[src/radio_seq_pkg.sv]
// Constants and types shared by the radio power and reset sequencer
package radio_seq_pkg;

    // System clock
    localparam longint unsigned CLK_HZ          = 64'd40_000_000;

    // Times as specified, in milliseconds
    localparam longint unsigned OFF_MIN_MS      = 64'd10;
    localparam longint unsigned POR_HOLD_MAX_MS = 64'd110;
    localparam longint unsigned SDIO_WAIT_MS    = 64'd150;

    // Least times round up, longest times round down
    localparam longint unsigned OFF_MIN_CYCLES   = (OFF_MIN_MS * CLK_HZ + 64'd999) / 64'd1000;
    localparam longint unsigned POR_HOLD_CYCLES  = (POR_HOLD_MAX_MS * CLK_HZ) / 64'd1000;
    localparam longint unsigned SDIO_WAIT_CYCLES = (SDIO_WAIT_MS * CLK_HZ + 64'd999) / 64'd1000;

    // Counter width large enough for the longest wait
    localparam int unsigned     CNT_WIDTH        = 23;

    // Synchroniser depth
    localparam int unsigned     SYNC_STAGES      = 2;

    // Reset values of outputs
    localparam logic            REG_EN_RESET     = 1'b0;
    localparam logic            SECT_RSTN_RESET  = 1'b0;
    localparam logic            POR_RSTN_RESET   = 1'b0;
    localparam logic            READY_RESET      = 1'b0;
    localparam logic            EARLY_RESET      = 1'b0;

    // Power-on reset sequence
    typedef enum logic [3:0] {
        ST_OFF    = 4'b0001,
        ST_HOLD   = 4'b0010,
        ST_SETTLE = 4'b0100,
        ST_READY  = 4'b1000
    } por_state_t;

endpackage

[src/req_sync.sv]
// Multi-bit two-flop level synchroniser
`timescale 1ns/1ps
`default_nettype none

module req_sync #(
    parameter int unsigned WIDTH  = 2,
    parameter int unsigned STAGES = radio_seq_pkg::SYNC_STAGES
) (
    input  wire logic             mclk,
    input  wire logic             rstn,
    input  wire logic [WIDTH-1:0] async_in,
    output logic      [WIDTH-1:0] sync_out
);
    import radio_seq_pkg::*;

    logic [WIDTH-1:0] stage_reg [STAGES];

    // Each flop but the last is read only by the next stage; the first is never decoded
    always_ff @(posedge mclk or negedge rstn) begin
        if (!rstn) begin
            for (int i = 0; i < STAGES; i++) begin
                stage_reg[i] <= '0;
            end
        end else begin
            stage_reg[0] <= async_in;
            for (int i = 1; i < STAGES; i++) begin
                stage_reg[i] <= stage_reg[i-1];
            end
        end
    end

    assign sync_out = stage_reg[STAGES-1];

endmodule
`default_nettype wire

[src/radio_power_reset_sequencer.sv]
// Power and reset sequencer for the wireless and Bluetooth sections
`timescale 1ns/1ps
`default_nettype none

// Overview of operation
// - WLAN request high: regulators on, WLAN released once power-on reset ends
// - WLAN request low: WLAN held in reset
// - Regulators follow OR of both requests
// - BT request low, WLAN high: BT reset
// - Power-on reset lasts at most 110 ms
module radio_power_reset_sequencer #(
    parameter int unsigned               CNT_W       = radio_seq_pkg::CNT_WIDTH,
    parameter logic [CNT_W-1:0]          POR_HOLD    = CNT_W'(radio_seq_pkg::POR_HOLD_CYCLES),
    parameter logic [CNT_W-1:0]          SDIO_WAIT   = CNT_W'(radio_seq_pkg::SDIO_WAIT_CYCLES),
    parameter logic [CNT_W-1:0]          OFF_MIN     = CNT_W'(radio_seq_pkg::OFF_MIN_CYCLES)
) (
    input  wire logic                    mclk,
    input  wire logic                    rstn,
    input  wire logic                    wlan_power_request,
    input  wire logic                    bt_power_request,
    input  wire logic                    core_supply_good,
    input  wire logic                    io_supply_good,
    output logic                         regulator_enable,
    output logic                         wlan_reset_n,
    output logic                         bt_reset_n,
    output logic                         por_reset_n,
    output logic                         sdio_ready,
    output logic                         restart_too_early
);
    import radio_seq_pkg::*;

    // Synchronised requests
    logic [1:0]       req_sync_w;
    wire logic        wl_s = req_sync_w[0];
    wire logic        bt_s = req_sync_w[1];

    req_sync #(
        .WIDTH    (2),
        .STAGES   (SYNC_STAGES)
    ) u_req_sync (
        .mclk     (mclk),
        .rstn     (rstn),
        .async_in ({bt_power_request, wlan_power_request}),
        .sync_out (req_sync_w)
    );

    // Sequence state
    por_state_t       state_reg;
    por_state_t       state_next;
    logic [CNT_W-1:0] cnt_reg;
    logic [CNT_W-1:0] cnt_next;
    logic [CNT_W-1:0] off_cnt_reg;
    logic [CNT_W-1:0] off_cnt_next;
    logic             was_on_reg;

    logic             regulator_enable_reg;
    logic             wlan_reset_n_reg;
    logic             bt_reset_n_reg;
    logic             por_reset_n_reg;
    logic             sdio_ready_reg;
    logic             restart_too_early_reg;

    // Decode
    wire logic        supplies_up  = core_supply_good & io_supply_good;
    wire logic        any_on       = wl_s | bt_s;
    wire logic        hold_done    = (cnt_reg == POR_HOLD - CNT_W'(1));
    wire logic        wait_done    = (cnt_reg == SDIO_WAIT - CNT_W'(1));
    wire logic        cnt_clear    = !supplies_up || (state_reg == ST_OFF);
    wire logic        cnt_stop     = (state_reg == ST_READY);
    wire logic        off_full     = (off_cnt_reg == OFF_MIN);
    wire logic        por_ok_next  = (state_next == ST_SETTLE) || (state_next == ST_READY);

    // Counter is shared by the reset hold and the host access wait
    assign cnt_next     = cnt_clear ? '0 : (cnt_stop ? cnt_reg : cnt_reg + CNT_W'(1));

    // Off time saturates, so a long power-down never wraps into a false alarm
    assign off_cnt_next = any_on ? '0 : (off_full ? off_cnt_reg : off_cnt_reg + CNT_W'(1));

    always_comb begin
        state_next = state_reg;
        unique case (state_reg)
            ST_OFF: begin
                if (supplies_up) begin
                    state_next = ST_HOLD;
                end
            end
            ST_HOLD: begin
                if (!supplies_up) begin
                    state_next = ST_OFF;
                end else if (hold_done) begin
                    state_next = ST_SETTLE;
                end
            end
            ST_SETTLE: begin
                if (!supplies_up) begin
                    state_next = ST_OFF;
                end else if (wait_done) begin
                    state_next = ST_READY;
                end
            end
            ST_READY: begin
                if (!supplies_up) begin
                    state_next = ST_OFF;
                end
            end
            default: begin
                state_next = ST_OFF;
            end
        endcase
    end

    // Output next values
    wire logic reg_en_next   = any_on;
    wire logic wlan_rn_next  = por_ok_next & wl_s;
    wire logic bt_rn_next    = por_ok_next & bt_s;
    wire logic ready_next    = (state_next == ST_READY);
    wire logic early_next    = any_on & !was_on_reg & !off_full;

    always_ff @(posedge mclk or negedge rstn) begin
        if (!rstn) begin
            state_reg   <= ST_OFF;
            cnt_reg     <= '0;
            off_cnt_reg <= OFF_MIN;
            was_on_reg  <= 1'b0;
        end else begin
            state_reg   <= state_next;
            cnt_reg     <= cnt_next;
            off_cnt_reg <= off_cnt_next;
            was_on_reg  <= any_on;
        end
    end

    always_ff @(posedge mclk or negedge rstn) begin
        if (!rstn) begin
            regulator_enable_reg  <= REG_EN_RESET;
            wlan_reset_n_reg      <= SECT_RSTN_RESET;
            bt_reset_n_reg        <= SECT_RSTN_RESET;
            por_reset_n_reg       <= POR_RSTN_RESET;
            sdio_ready_reg        <= READY_RESET;
            restart_too_early_reg <= EARLY_RESET;
        end else begin
            regulator_enable_reg  <= reg_en_next;
            wlan_reset_n_reg      <= wlan_rn_next;
            bt_reset_n_reg        <= bt_rn_next;
            por_reset_n_reg       <= por_ok_next;
            sdio_ready_reg        <= ready_next;
            restart_too_early_reg <= early_next;
        end
    end

    assign regulator_enable  = regulator_enable_reg;
    assign wlan_reset_n      = wlan_reset_n_reg;
    assign bt_reset_n        = bt_reset_n_reg;
    assign por_reset_n       = por_reset_n_reg;
    assign sdio_ready        = sdio_ready_reg;
    assign restart_too_early = restart_too_early_reg;

    // Checks

    // Cycles since reset release, so history taps start valid
    logic [1:0] age_reg;
    wire logic  aged = (age_reg == 2'h3);

    always_ff @(posedge mclk or negedge rstn) begin
        if (!rstn) begin
            age_reg <= 2'h0;
        end else if (!aged) begin
            age_reg <= age_reg + 2'h1;
        end
    end

    sync_path_a: assert property (
        @(posedge mclk) disable iff (!rstn)
        aged |-> (wl_s == $past(wlan_power_request, 2)) && (bt_s == $past(bt_power_request, 2))
    ) else $error("request synchroniser latency is not two cycles");

    regulator_or_a: assert property (
        @(posedge mclk) disable iff (!rstn)
        aged |-> regulator_enable == ($past(wlan_power_request, 3) | $past(bt_power_request, 3))
    ) else $error("regulator enable does not follow OR of requests");

    regulator_off_a: assert property (
        @(posedge mclk) disable iff (!rstn)
        (aged && !wl_s && !bt_s) |=> !regulator_enable
    ) else $error("regulators stay on with both requests low");

    wlan_release_a: assert property (
        @(posedge mclk) disable iff (!rstn)
        (aged && wl_s && por_ok_next) |=> (wlan_reset_n && regulator_enable)
    ) else $error("wlan not released or regulators off while requested");

    wlan_hold_a: assert property (
        @(posedge mclk) disable iff (!rstn)
        aged && !$past(wlan_power_request, 3) |-> !wlan_reset_n
    ) else $error("wlan out of reset while request low");

    bt_hold_a: assert property (
        @(posedge mclk) disable iff (!rstn)
        (wl_s && !bt_s) |=> (!bt_reset_n && regulator_enable)
    ) else $error("bluetooth out of reset while its request low");

    por_limit_a: assert property (
        @(posedge mclk) disable iff (!rstn)
        (state_reg == ST_HOLD) |-> (cnt_reg < POR_HOLD)
    ) else $error("power-on reset held beyond its limit");

    por_release_a: assert property (
        @(posedge mclk) disable iff (!rstn)
        (state_reg == ST_HOLD && hold_done && supplies_up) |=> por_reset_n
    ) else $error("power-on reset not released at end of hold");

    sdio_gate_a: assert property (
        @(posedge mclk) disable iff (!rstn)
        $rose(sdio_ready) |-> $past(state_reg == ST_SETTLE) && $past(wait_done) && por_reset_n
    ) else $error("host access ready raised before wait elapsed");

    early_flag_a: assert property (
        @(posedge mclk) disable iff (!rstn)
        restart_too_early |-> $past(any_on) && !$past(was_on_reg) && ($past(off_cnt_reg) < OFF_MIN)
    ) else $error("restart flag raised without a short off time");

    supply_drop_a: assert property (
        @(posedge mclk) disable iff (!rstn)
        !supplies_up |=> (!por_reset_n && !wlan_reset_n && !bt_reset_n && !sdio_ready)
    ) else $error("resets not asserted after supply loss");

    wlan_on_c: cover property (
        @(posedge mclk) disable iff (!rstn)
        $rose(wlan_reset_n)
    );

    bt_only_c: cover property (
        @(posedge mclk) disable iff (!rstn)
        bt_reset_n && !wlan_reset_n && regulator_enable
    );

    early_restart_c: cover property (
        @(posedge mclk) disable iff (!rstn)
        restart_too_early
    );

    sdio_ready_c: cover property (
        @(posedge mclk) disable iff (!rstn)
        $rose(sdio_ready)
    );

endmodule
`default_nettype wire

[config.mk]
export PLATFORM = sky130hd
export DESIGN_NAME = radio_power_reset_sequencer
export DESIGN_NICKNAME = d
export VERILOG_FILES = /design/src/radio_seq_pkg.sv /design/src/req_sync.sv /design/src/radio_power_reset_sequencer.sv
export SDC_FILE = /design/constraint.sdc
export NUM_CORES = 1
export LEC_CHECK = 0
export BUFFER_PORTS_ARGS = -buffer_cell sky130_fd_sc_hd__buf_4
export CAP_MARGIN = 20
export CORE_ASPECT_RATIO = 0.7
export CORE_MARGIN = 3
export CORE_UTILIZATION = 61
export DETAILED_ROUTE_END_ITERATION = 8
export GPL_ROUTABILITY_DRIVEN = 0
export PLACE_DENSITY = 0.79
export SYNTH_ARGS = -nofsm -noshare
export SYNTH_HDL_FRONTEND = slang
export SYNTH_SLANG_ARGS = --single-unit
export TNS_END_PERCENT = 50
[constraint.sdc]
create_clock -name mclk -period 2.7 [get_ports mclk]
set_input_delay 0.405 -clock mclk [delete_from_list [all_inputs] [get_ports mclk]]
set_output_delay 0.405 -clock mclk [all_outputs]
set_load 0.02 [all_outputs]
==> summary.txt, run 1 <==
Yosys
  • Sequential area share after synthesis: 49.1%
  • Post-Synthesis Cell Area: 3080 µm²
  • Mapped Nets: 329
  • #FFs+latches synth: 60
  • Fraction of registers with async set/reset: 100%
  • Synthesized instance count: 320
  • EDFF count, synth: 0
  • Dominant synthesized flop cell: dfrtp_1
  • Synthesis Warnings: 0
  • Synth cell types: 51
  • Syn Area/Cell: 9.61 µm²

Clocking
  • TritonCTS clock tree: built
  • Clock Tree Root: clkbuf_8
  • Cts repair resizes: 0
  • Worst-path clk slew: 0.07 ns
  • Total CTS buffers: 9
  • Clk Latency, worst-skew pair: 0.34 ns
  • Max H-tree Level: 3
  • Total setup buffers inserted after CTS: 0
  • # clock sinks: 60
  • Longest Clk Path Bufs: 2
  • Post-CTS Hold Buffers: 0

Routing
  • Post-route ant nets: 0
  • DRT Pass-1 Iters: 4
  • Vias per cell: 6.26
  • Post-Route WL: 6.78 mm
  • DRC viols: 0
  • Iter 0 DRT Violations: 227
  • Vias post-DR: 2555
  • Drt wl/cell: 16.6 µm

Power and ir drop
  • Sw frac: 22.3%
  • Tot Pwr: 1.82 mW
  • Int Pwr: 1.42 mW
  • Clock network fraction of design power: 44.6%
  • Leakage: 1.34 nW
  • Psw: 408 µW
  • Total power divided by cell area: 533 nW/µm²
  • Peak supply drop: 424 µV
  • Comb pwr share: 4.8%
  • Reg power frac: 50.5%

Layout
  • Fill cells: 341
  • Layout Utilization: 74.4%
  • Share of post-route cells with drive strength above 1: 13.7%
  • Synth-to-Final Area Change: 11.4%
  • Layout Cells excl Fill: 408
  • Net count, final: 346
  • Final instance area: 3430 µm²
  • Antenna Diode Count: 0

Timing
  • Setup WS post-layout: 0.527 ns
  • Worst hold slack: 0.118 ns
  • Worst clock skew: 0.00590 ns
  • Final setup fails: 0
  • Final min period: 2.17 ns
  • Setup_tns: 0 ns
  • Measured slew at the worst slew-check pin: 0.763 ns
  • Fin. max-slew vios: 0
  • Final hold vios: 0
  • Rel. slew slack: 49.1%
  • Final Cycle Share: 80.5%
  • Fmax: 0.460 GHz
  • RSZ-0062 raised after global routing: false

Floorplanning
  • Num rows: 20
  • Die area: 5940 µm²
  • Core area: 4600 µm²
  • Ports: 12
  • Die height: 65.4 µm
  • Die W: 90.9 µm
  • Starting Density: 66.8%

GRT
  • Largest net degree at the start of global routing: 61
  • Global Route Usage Sum: 25.0%
  • Initial antenna violation count: 0
  • Vias in the first global route: 2417
  • Grt total ovfl: 0
  • First-pass GRT wire length: 11.6 mm

Setup path
  • Setup CP Type: reg2reg
  • Worst Setup SP: cnt_reg[13]$_DFFE_PN0P_
  • Crit path launch type: flip-flop
  • Critical path fanouts, max: 8
  • Data arrival time of the worst path: 2.42 ns
  • CP required: 2.95 ns
  • R2r startpoint: cnt_reg[13]$_DFFE_PN0P_
  • Setup crit end kind: flip-flop

Placed design
  • Post-DP HPWL: 4.70 mm
  • Placed cell areas: 3230 µm²
  • Buffers on Ports: 11
  • Inst Count DP: 392
  • Post-place setup slack: 0.559 ns

Run status
  • Status: completed

Job
  • Max-cap check violation count: 0

Min path
  • Worst Hold Class: in2async
==> layout make-up <==
cell class | instances | area [µm²] | share of cell area [%]
Sequential cell | 60 | 1510 | 44.1
Multi-Input combinational cell | 241 | 1480 | 43.2
Clock buffer | 14 | 163 | 4.75
Timing Repair Buffer | 16 | 120 | 3.51
Tap cell | 66 | 82.6 | 2.41
Clock inverter | 2 | 35.0 | 1.02
Inverter | 9 | 33.8 | 0.986
==> path summary, 6_finish.rpt <==
path                                                      to  slack (ns)  depth (start not counted)
setup / recovery                        bt_reset_n$_DFF_PN0_        0.53                          4
hold / removal                          sdio_ready$_DFF_PN0_        0.12                          1
setup reg to reg                        bt_reset_n$_DFF_PN0_        0.53                          4
hold reg to reg             u_req_sync.sync_out[0]$_DFF_PN0_        0.36                          0
max in group asynchronous            cnt_reg[19]$_DFFE_PN0P_        2.09                          1
min in group mclk          u_req_sync.stage_reg[3]$_DFF_PN0_        0.18                          1
==> layout by cell type, fill, tap and decap left out, types with 2 or more instances in the layout <==
cell type,n
a211oi_1,2
nand3_1,16
dfstp_2,7
ha_1,3
a21oi_1,23
xor2_1,7
and4_1,4
or3_1,16
nor3b_1,4
dfrtp_1,53
o31ai_1,5
buf_4,16
nor4b_1,3
a21o_1,2
o21ai_0,13
clkbuf_8,11
a31oi_1,2
nand2_1,30
nand4_1,13
and3_1,3
nand2b_1,3
nor2_1,28
xnor2_1,11
nor3_1,8
mux2i_1,5
nor4_1,10
clkbuf_1,3
or4b_2,3
or4_1,8
inv_1,9
==> synth_stat cells (all sizes together) (3+ instances only) <==
cell type	instances	share of area, %
xor2	7	2.0
dfrtp	53	43
or3	16	3.3
nand2b	3	0.61
nor3b	4	0.98
xnor2	11	3.1
or4	9	2.3
and3	4	0.85
nor2	28	3.4
clkbuf	5	0.65
nand4	13	2.6
nor4b	3	0.85
o21ai	13	2.1
dfstp	7	6.0
o31ai	5	1.2
ha	3	1.2
nand2	30	3.7
nand3	16	2.6
mux2i	5	1.6
nor3	8	1.3
nor4	11	2.4
a21oi	23	3.7
and4	4	1.1
inv	9	1.1
or4b	3	0.98
buf	5	0.98
==> cell families after synthesis <==
group	synth area share, %
AND/OR/NAND/NOR	29.6
flip-flops	49.1
AO/OA/AOI/OAI	10.3
XOR/XNOR	5.13
buffers and inverters	2.73
multiplexers	1.99
adder cells (fa/ha/maj)	1.22
==> critical path: stages, from the launching register on <==
cell and delay (ns):
dfrtp_1 0.49, or4b_2 0.63, nor4_1 0.45, a31oi_1 0.26
nor3b_1 0.25
==> per-layer routing <==
layer / track usage [%] / part of all wire [%]
met1: 37.8 / 49
met4: 8.65 / 0.90
met2: 34.8 / 42
met3: 6.52 / 7.7
met5: 0 / 0
==> power by group through the flow <==
stage,combinational [mW],sequential [mW],clock (mW)
detailed placement,0.0890,0.938,0
global route,0.0999,0.923,0.872
floorplan,0.0441,0.937,0
finish,0.0884,0.922,0.814
CTS,0.0897,0.922,0.824
global placement,0.0864,0.938,0
(Power assumes the default switching activity.)
==> run 2, diff against run 1 <==
Clock period 2.7 ns to 2.24 ns, I/O delays scaled along.
==> summary.txt, run 2 (same netlist as run 1, synthesis figures left out) <==
Routing
  • Iter 0 DRT Violations: 226 (-0.44%)
  • Post-Route WL: 6.83 mm (+0.66%)
  • Drt wl/cell: 16.4 µm (-1.3%)
  • DRC viols: 0 (unchanged)
  • Post-route ant nets: 0 (unchanged)
  • Vias post-DR: 2587 (+1.3%)
  • DRT Pass-1 Iters: 5 (+1)
  • Vias per cell: 6.22 (-0.69%)

Timing
  • Rel. slew slack: 49.6% (+0.51 points)
  • Fmax: 0.480 GHz (+4.4%)
  • Final hold vios: 0 (unchanged)
  • Measured slew at the worst slew-check pin: 0.756 ns (-0.00676 ns)
  • Final setup fails: 0 (unchanged)
  • RSZ-0062 raised after global routing: false
  • Worst clock skew: 0.00758 ns (+0.00168 ns)
  • Setup WS post-layout: 0.158 ns (-0.369 ns)
  • Fin. max-slew vios: 0 (unchanged)
  • Final min period: 2.08 ns (-0.0907 ns)
  • Final Cycle Share: 92.9% (+12 points)
  • Setup_tns: 0 ns (unchanged)
  • Worst hold slack: 0.0575 ns (-0.0608 ns)

GRT
  • First-pass GRT wire length: 11.7 mm (+0.35%)
  • Grt total ovfl: 0 (unchanged)
  • Initial antenna violation count: 0 (unchanged)
  • Global Route Usage Sum: 25.2% (+0.20 points)
  • Vias in the first global route: 2424 (+0.29%)
  • Largest net degree at the start of global routing: 61 (unchanged)

Setup path
  • Buf/Inv on CP: 0 (unchanged)
  • Worst path slowest cell: or4b_2
  • CP max stage delay: 0.70 ns (+0.07 ns)
  • Chain of cells forming the critical path: or4b_2 -> nor4_2 -> a31oi_1 -> nor3b_1
  • Crit path launch type: flip-flop
  • CP required: 2.50 ns (-0.45 ns)
  • Critical path fanouts, max: 6 (-2)
  • Data arrival time of the worst path: 2.34 ns (-0.08 ns)
  • Flop2flop setup slack: 0.16 ns (-0.37 ns)
  • Worst Setup SP: cnt_reg[7]$_DFFE_PN0P_
  • R2r startpoint: cnt_reg[7]$_DFFE_PN0P_
  • CP top delay family: simple AND/OR/NAND/NOR gates
  • Setup crit end kind: flip-flop
  • Setup CP Type: reg2reg

Run status
  • Status: completed

Layout
  • Synth-to-Final Area Change: 14.2%
  • Commonest cells after routing, fill and taps aside: dfrtp_1 (53), nand2_1 (30), nor2_1 (28), buf_4 (24), a21oi_1 (23)
  • Share of post-route cells with drive strength above 1: 17.7% (+4.0 points)
  • Net count, final: 354 (+2.3%)
  • Antenna Diode Count: 0 (unchanged)
  • Most common cell after layout, fill and taps aside: dfrtp_1

Floorplanning
  • Die area: 5940 µm² (unchanged)
  • Die height: 65.4 µm (unchanged)
  • Core area: 4600 µm² (unchanged)
  • Ports: 12 (unchanged)
  • Num rows: 20 (unchanged)
  • Die W: 90.9 µm (unchanged)
  • Starting Density: 66.8% (unchanged)

Clocking
  • Max H-tree Level: 3 (unchanged)
  • Clock Tree Root: clkbuf_8
  • Total setup buffers inserted after CTS: 0 (unchanged)
  • Total CTS buffers: 9 (unchanged)
  • TritonCTS clock tree: built
  • Clk Latency, worst-skew pair: 0.34 ns (about the same)
  • # clock sinks: 60 (unchanged)
  • Longest Clk Path Bufs: 2 (unchanged)
  • Worst-path clk slew: 0.07 ns (about the same)

Power and ir drop
  • Int Pwr: 1.68 mW (+18%)
  • Reg power frac: 50.3% (-0.2 points)
  • Sw frac: 23.9% (+1.5 points)
  • Clock network fraction of design power: 44.6% (about the same)
  • Total power divided by cell area: 628 nW/µm² (+18%)
  • Comb pwr share: 5.2% (+0.4 points)
  • Psw: 526 µW (+29%)
  • Peak supply drop: 665 µV (+57%)
  • Tot Pwr: 2.21 mW (+21%)
  • Leakage: 1.38 nW (+2.9%)

Min path
  • Worst Hold Class: in2async

Placed design
  • Post-DP HPWL: 4.69 mm (-0.33%)
  • Buffers on Ports: 11 (unchanged)
  • Post-place setup slack: 0.118 ns (-0.440 ns)

Job
  • Max-cap check violation count: 0 (unchanged)
## run 2: worst paths after layout
kind	endpoint	depth (start not counted)
max reg2reg	bt_reset_n$_DFF_PN0_	4
min	state_reg[3]$_DFF_PN0_	1
min in group mclk	u_req_sync.stage_reg[3]$_DFF_PN0_	1
max in group asynchronous	cnt_reg[20]$_DFFE_PN0P_	1
max	bt_reset_n$_DFF_PN0_	4
min reg2reg	u_req_sync.sync_out[0]$_DFF_PN0_	0
## run 2: repair_timing
action,in CTS,in global routing
hold buffers,0,0
resized for setup,0,4
endpoints found under the setup margin,0,6
## run 2: per-layer routing
metal	vias up	wire length (µm)	part of all wire [%]	track usage, %
li1	1230	-	-	-
met1	1248	3330	49	35.8
met2	102	2790	41	35.2
met3	7	624	9.1	9.84
met4	0	72	1.1	8.83
met5	-	0	0	0
## run 2: power groups by stage
stage                     combinational, mW  sequential, mW  clock, mW
after global placement                0.113            1.13          0
after global routing                  0.128            1.11       1.05
after CTS                             0.115            1.11       1.00
after detailed placement              0.114            1.13          0
after floorplan                      0.0531            1.13          0
final                                 0.114            1.11      0.982
## run 2: area by class of cell
type | count | area, µm²
sequential | 60 | 1510
tap | 66 | 82.6
timing repair buffer | 24 | 180
clock inverter | 6 | 63.8
clock buffer | 10 | 138
inverter | 9 | 33.8
multi-input combinational | 241 | 1500
fill | 347 | 1090
## run 2: metrics by stage
stage	cells	area (µm²)	util, %
2_1_floorplan	320	3080	-
3_3_place_gp	400	3290	71.4
3_5_place_dp	400	3290	71.4
4_1_cts	416	3490	75.8
5_1_grt	416	3510	76.3
6_report	416	3510	76.3
==> run 3, diff against run 2 <==
==> constraint.sdc (replaced) <==
create_clock -name mclk -period 2.24 [get_ports mclk]
set_input_delay 0.224 -clock mclk [delete_from_list [all_inputs] [get_ports mclk]]
set_output_delay 0.224 -clock mclk [all_outputs]
set_load 0.02 [all_outputs]
==> summary.txt, run 3 (same netlist as run 1, synthesis figures left out) <==
Run status
  • Status: completed

Routing
  • Post-route ant nets: 0 (unchanged)
  • DRT Pass-1 Iters: 6 (+1)
  • Iter 0 DRT Violations: 251 (+11%)
  • Vias post-DR: 2594 (+0.27%)
  • Vias per cell: 6.16 (-0.92%)
  • Post-Route WL: 6.93 mm (+1.5%)
  • Drt wl/cell: 16.5 µm (+0.32%)
  • DRC viols: 0 (unchanged)

Layout
  • Net count, final: 359 (+1.4%)
  • Most common cell after layout, fill and taps aside: dfrtp_1
  • Footprint of the multi-input gates: 1490 µm² (-1.1%)
  • Fill cells: 330 (-4.9%)
  • Register area: 1510 µm² (unchanged)
  • Synth-to-Final Area Change: 15.2%
  • Antenna Diode Count: 0 (unchanged)
  • Commonest cells after routing, fill and taps aside: dfrtp_1 (53), nand2_1 (30), nor2_1 (28), buf_4 (26), a21oi_1 (23)
  • Share of post-route cells with drive strength above 1: 16.9% (-0.81 points)

GRT
  • First-pass GRT wire length: 12.0 mm (+2.5%)
  • Grt total ovfl: 0 (unchanged)
  • Largest net degree at the start of global routing: 61 (unchanged)
  • Vias in the first global route: 2421 (-0.12%)
  • Initial antenna violation count: 0 (unchanged)
  • Global Route Usage Sum: 26.0% (+0.76 points)

Setup path
  • Reg2Reg Depth: 5 (+1)
  • Crit path launch type: flip-flop
  • Setup CP Type: reg2reg
  • Critical path fanouts, max: 11 (+5)
  • R2R Path End: cnt_reg[15]$_DFFE_PN0P_
  • CP max stage delay: 0.58 ns (-0.12 ns)
  • Worst path slowest cell: dfstp_2
  • R2r startpoint: state_reg[0]$_DFF_PN1_
  • Worst Setup SP: state_reg[0]$_DFF_PN1_
  • Data arrival time of the worst path: 2.40 ns (+0.06 ns)
  • CP required: 2.50 ns (about the same)
  • Setup crit end kind: flip-flop
  • Flop2flop setup slack: 0.1 ns (-0.06 ns)
  • Chain of cells forming the critical path: nor4b_1 -> buf_4 -> a2111o_1 -> or4_1 -> a21oi_1
  • CP endpoint: cnt_reg[15]$_DFFE_PN0P_

Timing
  • Fmax: 0.467 GHz (-2.8%)
  • Worst clock skew: 0.00531 ns (-0.00226 ns)
  • Fin. max-slew vios: 0 (unchanged)
  • Setup WS post-layout: 0.0973 ns (-0.0607 ns)
  • Final Cycle Share: 95.7% (+2.7 points)
  • Final setup fails: 0 (unchanged)
  • Rel. slew slack: 51.1% (+1.5 points)
  • Setup_tns: 0 ns (unchanged)
  • RSZ-0062 raised after global routing: false
  • Final min period: 2.14 ns (+0.0607 ns)
  • Worst hold slack: 0.352 ns (+0.294 ns)
  • Measured slew at the worst slew-check pin: 0.733 ns (-0.0228 ns)
  • Final hold vios: 0 (unchanged)

Clocking
  • Total CTS buffers: 9 (unchanged)
  • Total setup buffers inserted after CTS: 0 (unchanged)
  • Longest Clk Path Bufs: 2 (unchanged)
  • Worst-path clk slew: 0.07 ns (about the same)
  • TritonCTS clock tree: built
  • Clk Latency, worst-skew pair: 0.33 ns (about the same)
  • Clock Tree Root: clkbuf_8
  • # clock sinks: 60 (unchanged)
  • Max H-tree Level: 3 (unchanged)

Floorplanning
  • Die W: 90.9 µm (unchanged)
  • Num rows: 20 (unchanged)
  • Die area: 5940 µm² (unchanged)
  • Core area: 4600 µm² (unchanged)
  • Die height: 65.4 µm (unchanged)
  • Starting Density: 66.8% (unchanged)
  • Ports: 12 (unchanged)

Placed design
  • Post-DP HPWL: 4.60 mm (-1.8%)
  • Buffers on Ports: 11 (unchanged)
  • Post-place setup slack: 0.134 ns (+0.0154 ns)

Min path
  • Worst Hold Class: reg2reg

Job
  • Max-cap check violation count: 0 (unchanged)

Power and ir drop
  • Total power divided by cell area: 626 nW/µm² (-0.32%)
  • Peak supply drop: 439 µV (-34%)
  • Leakage: 1.40 nW (+1.7%)
[run 3: power by group]
part	total [mW]	internal, mW	switching [mW]	leakage, nW
registers	1.11	1.10	0.0100	0.797
logic	0.120	0.0428	0.0768	0.503
clock network	0.989	0.571	0.418	0.102
total	2.22	1.71	0.505	1.40
[run 3: worst min-delay path by stage]
stage | startpoint | endpoint | slack [ns] | depth (start not counted)
2_1_floorplan | rstn | bt_reset_n$_DFF_PN0_ | -0.07 | 0
3_3_place_gp | rstn | sdio_ready$_DFF_PN0_ | 0.34 | 1
3_5_place_dp | rstn | sdio_ready$_DFF_PN0_ | 0.34 | 1
4_1_cts | u_req_sync.stage_reg[2]$_DFF_PN0_ | u_req_sync.sync_out[0]$_DFF_PN0_ | 0.35 | 0
5_1_grt | u_req_sync.stage_reg[2]$_DFF_PN0_ | u_req_sync.sync_out[0]$_DFF_PN0_ | 0.37 | 0
6_report | u_req_sync.stage_reg[2]$_DFF_PN0_ | u_req_sync.sync_out[0]$_DFF_PN0_ | 0.35 | 0
[run 3: worst max-delay path: cells and delay by family, from the launching register on]
family / cells / cell delay [ns]
AO/OA/AOI/OAI: 2 / 0.72
AND/OR/NAND/NOR: 2 / 0.59
flip-flops: 1 / 0.58
buffers and inverters: 1 / 0.17
[run 3: cell type report]
class,count,share of cell area (%)
clock inverter,4,1.34
tap,66,2.33
multi-input combinational,241,42.0
timing repair buffer,29,6.36
sequential,60,42.6
clock buffer,12,4.38
inverter,9,0.954
[run 3: per-stage QoR]
stage	area, µm²	instances	util, %	power (mW)
after detailed placement	3300	402	71.7	1.24
after floorplan	3080	320	-	1.18
after global routing	3540	421	76.9	2.32
after global placement	3300	402	71.7	1.24
final	3540	421	76.9	2.22
after CTS	3540	421	76.8	2.23
[run 3: timing repair]
action | in CTS | in global routing
setup endpoints to repair | 0 | 1
hold endpoints to repair | 55 | 0
hold buffers | 3 | 0
resized for setup | 0 | 1
[run 3: metal layers]
layer	global-route usage, %	part of all wire (%)
met5	0	0
met4	7.71	1.3
met3	8.12	6.6
met2	36.8	41
met1	38.3	51
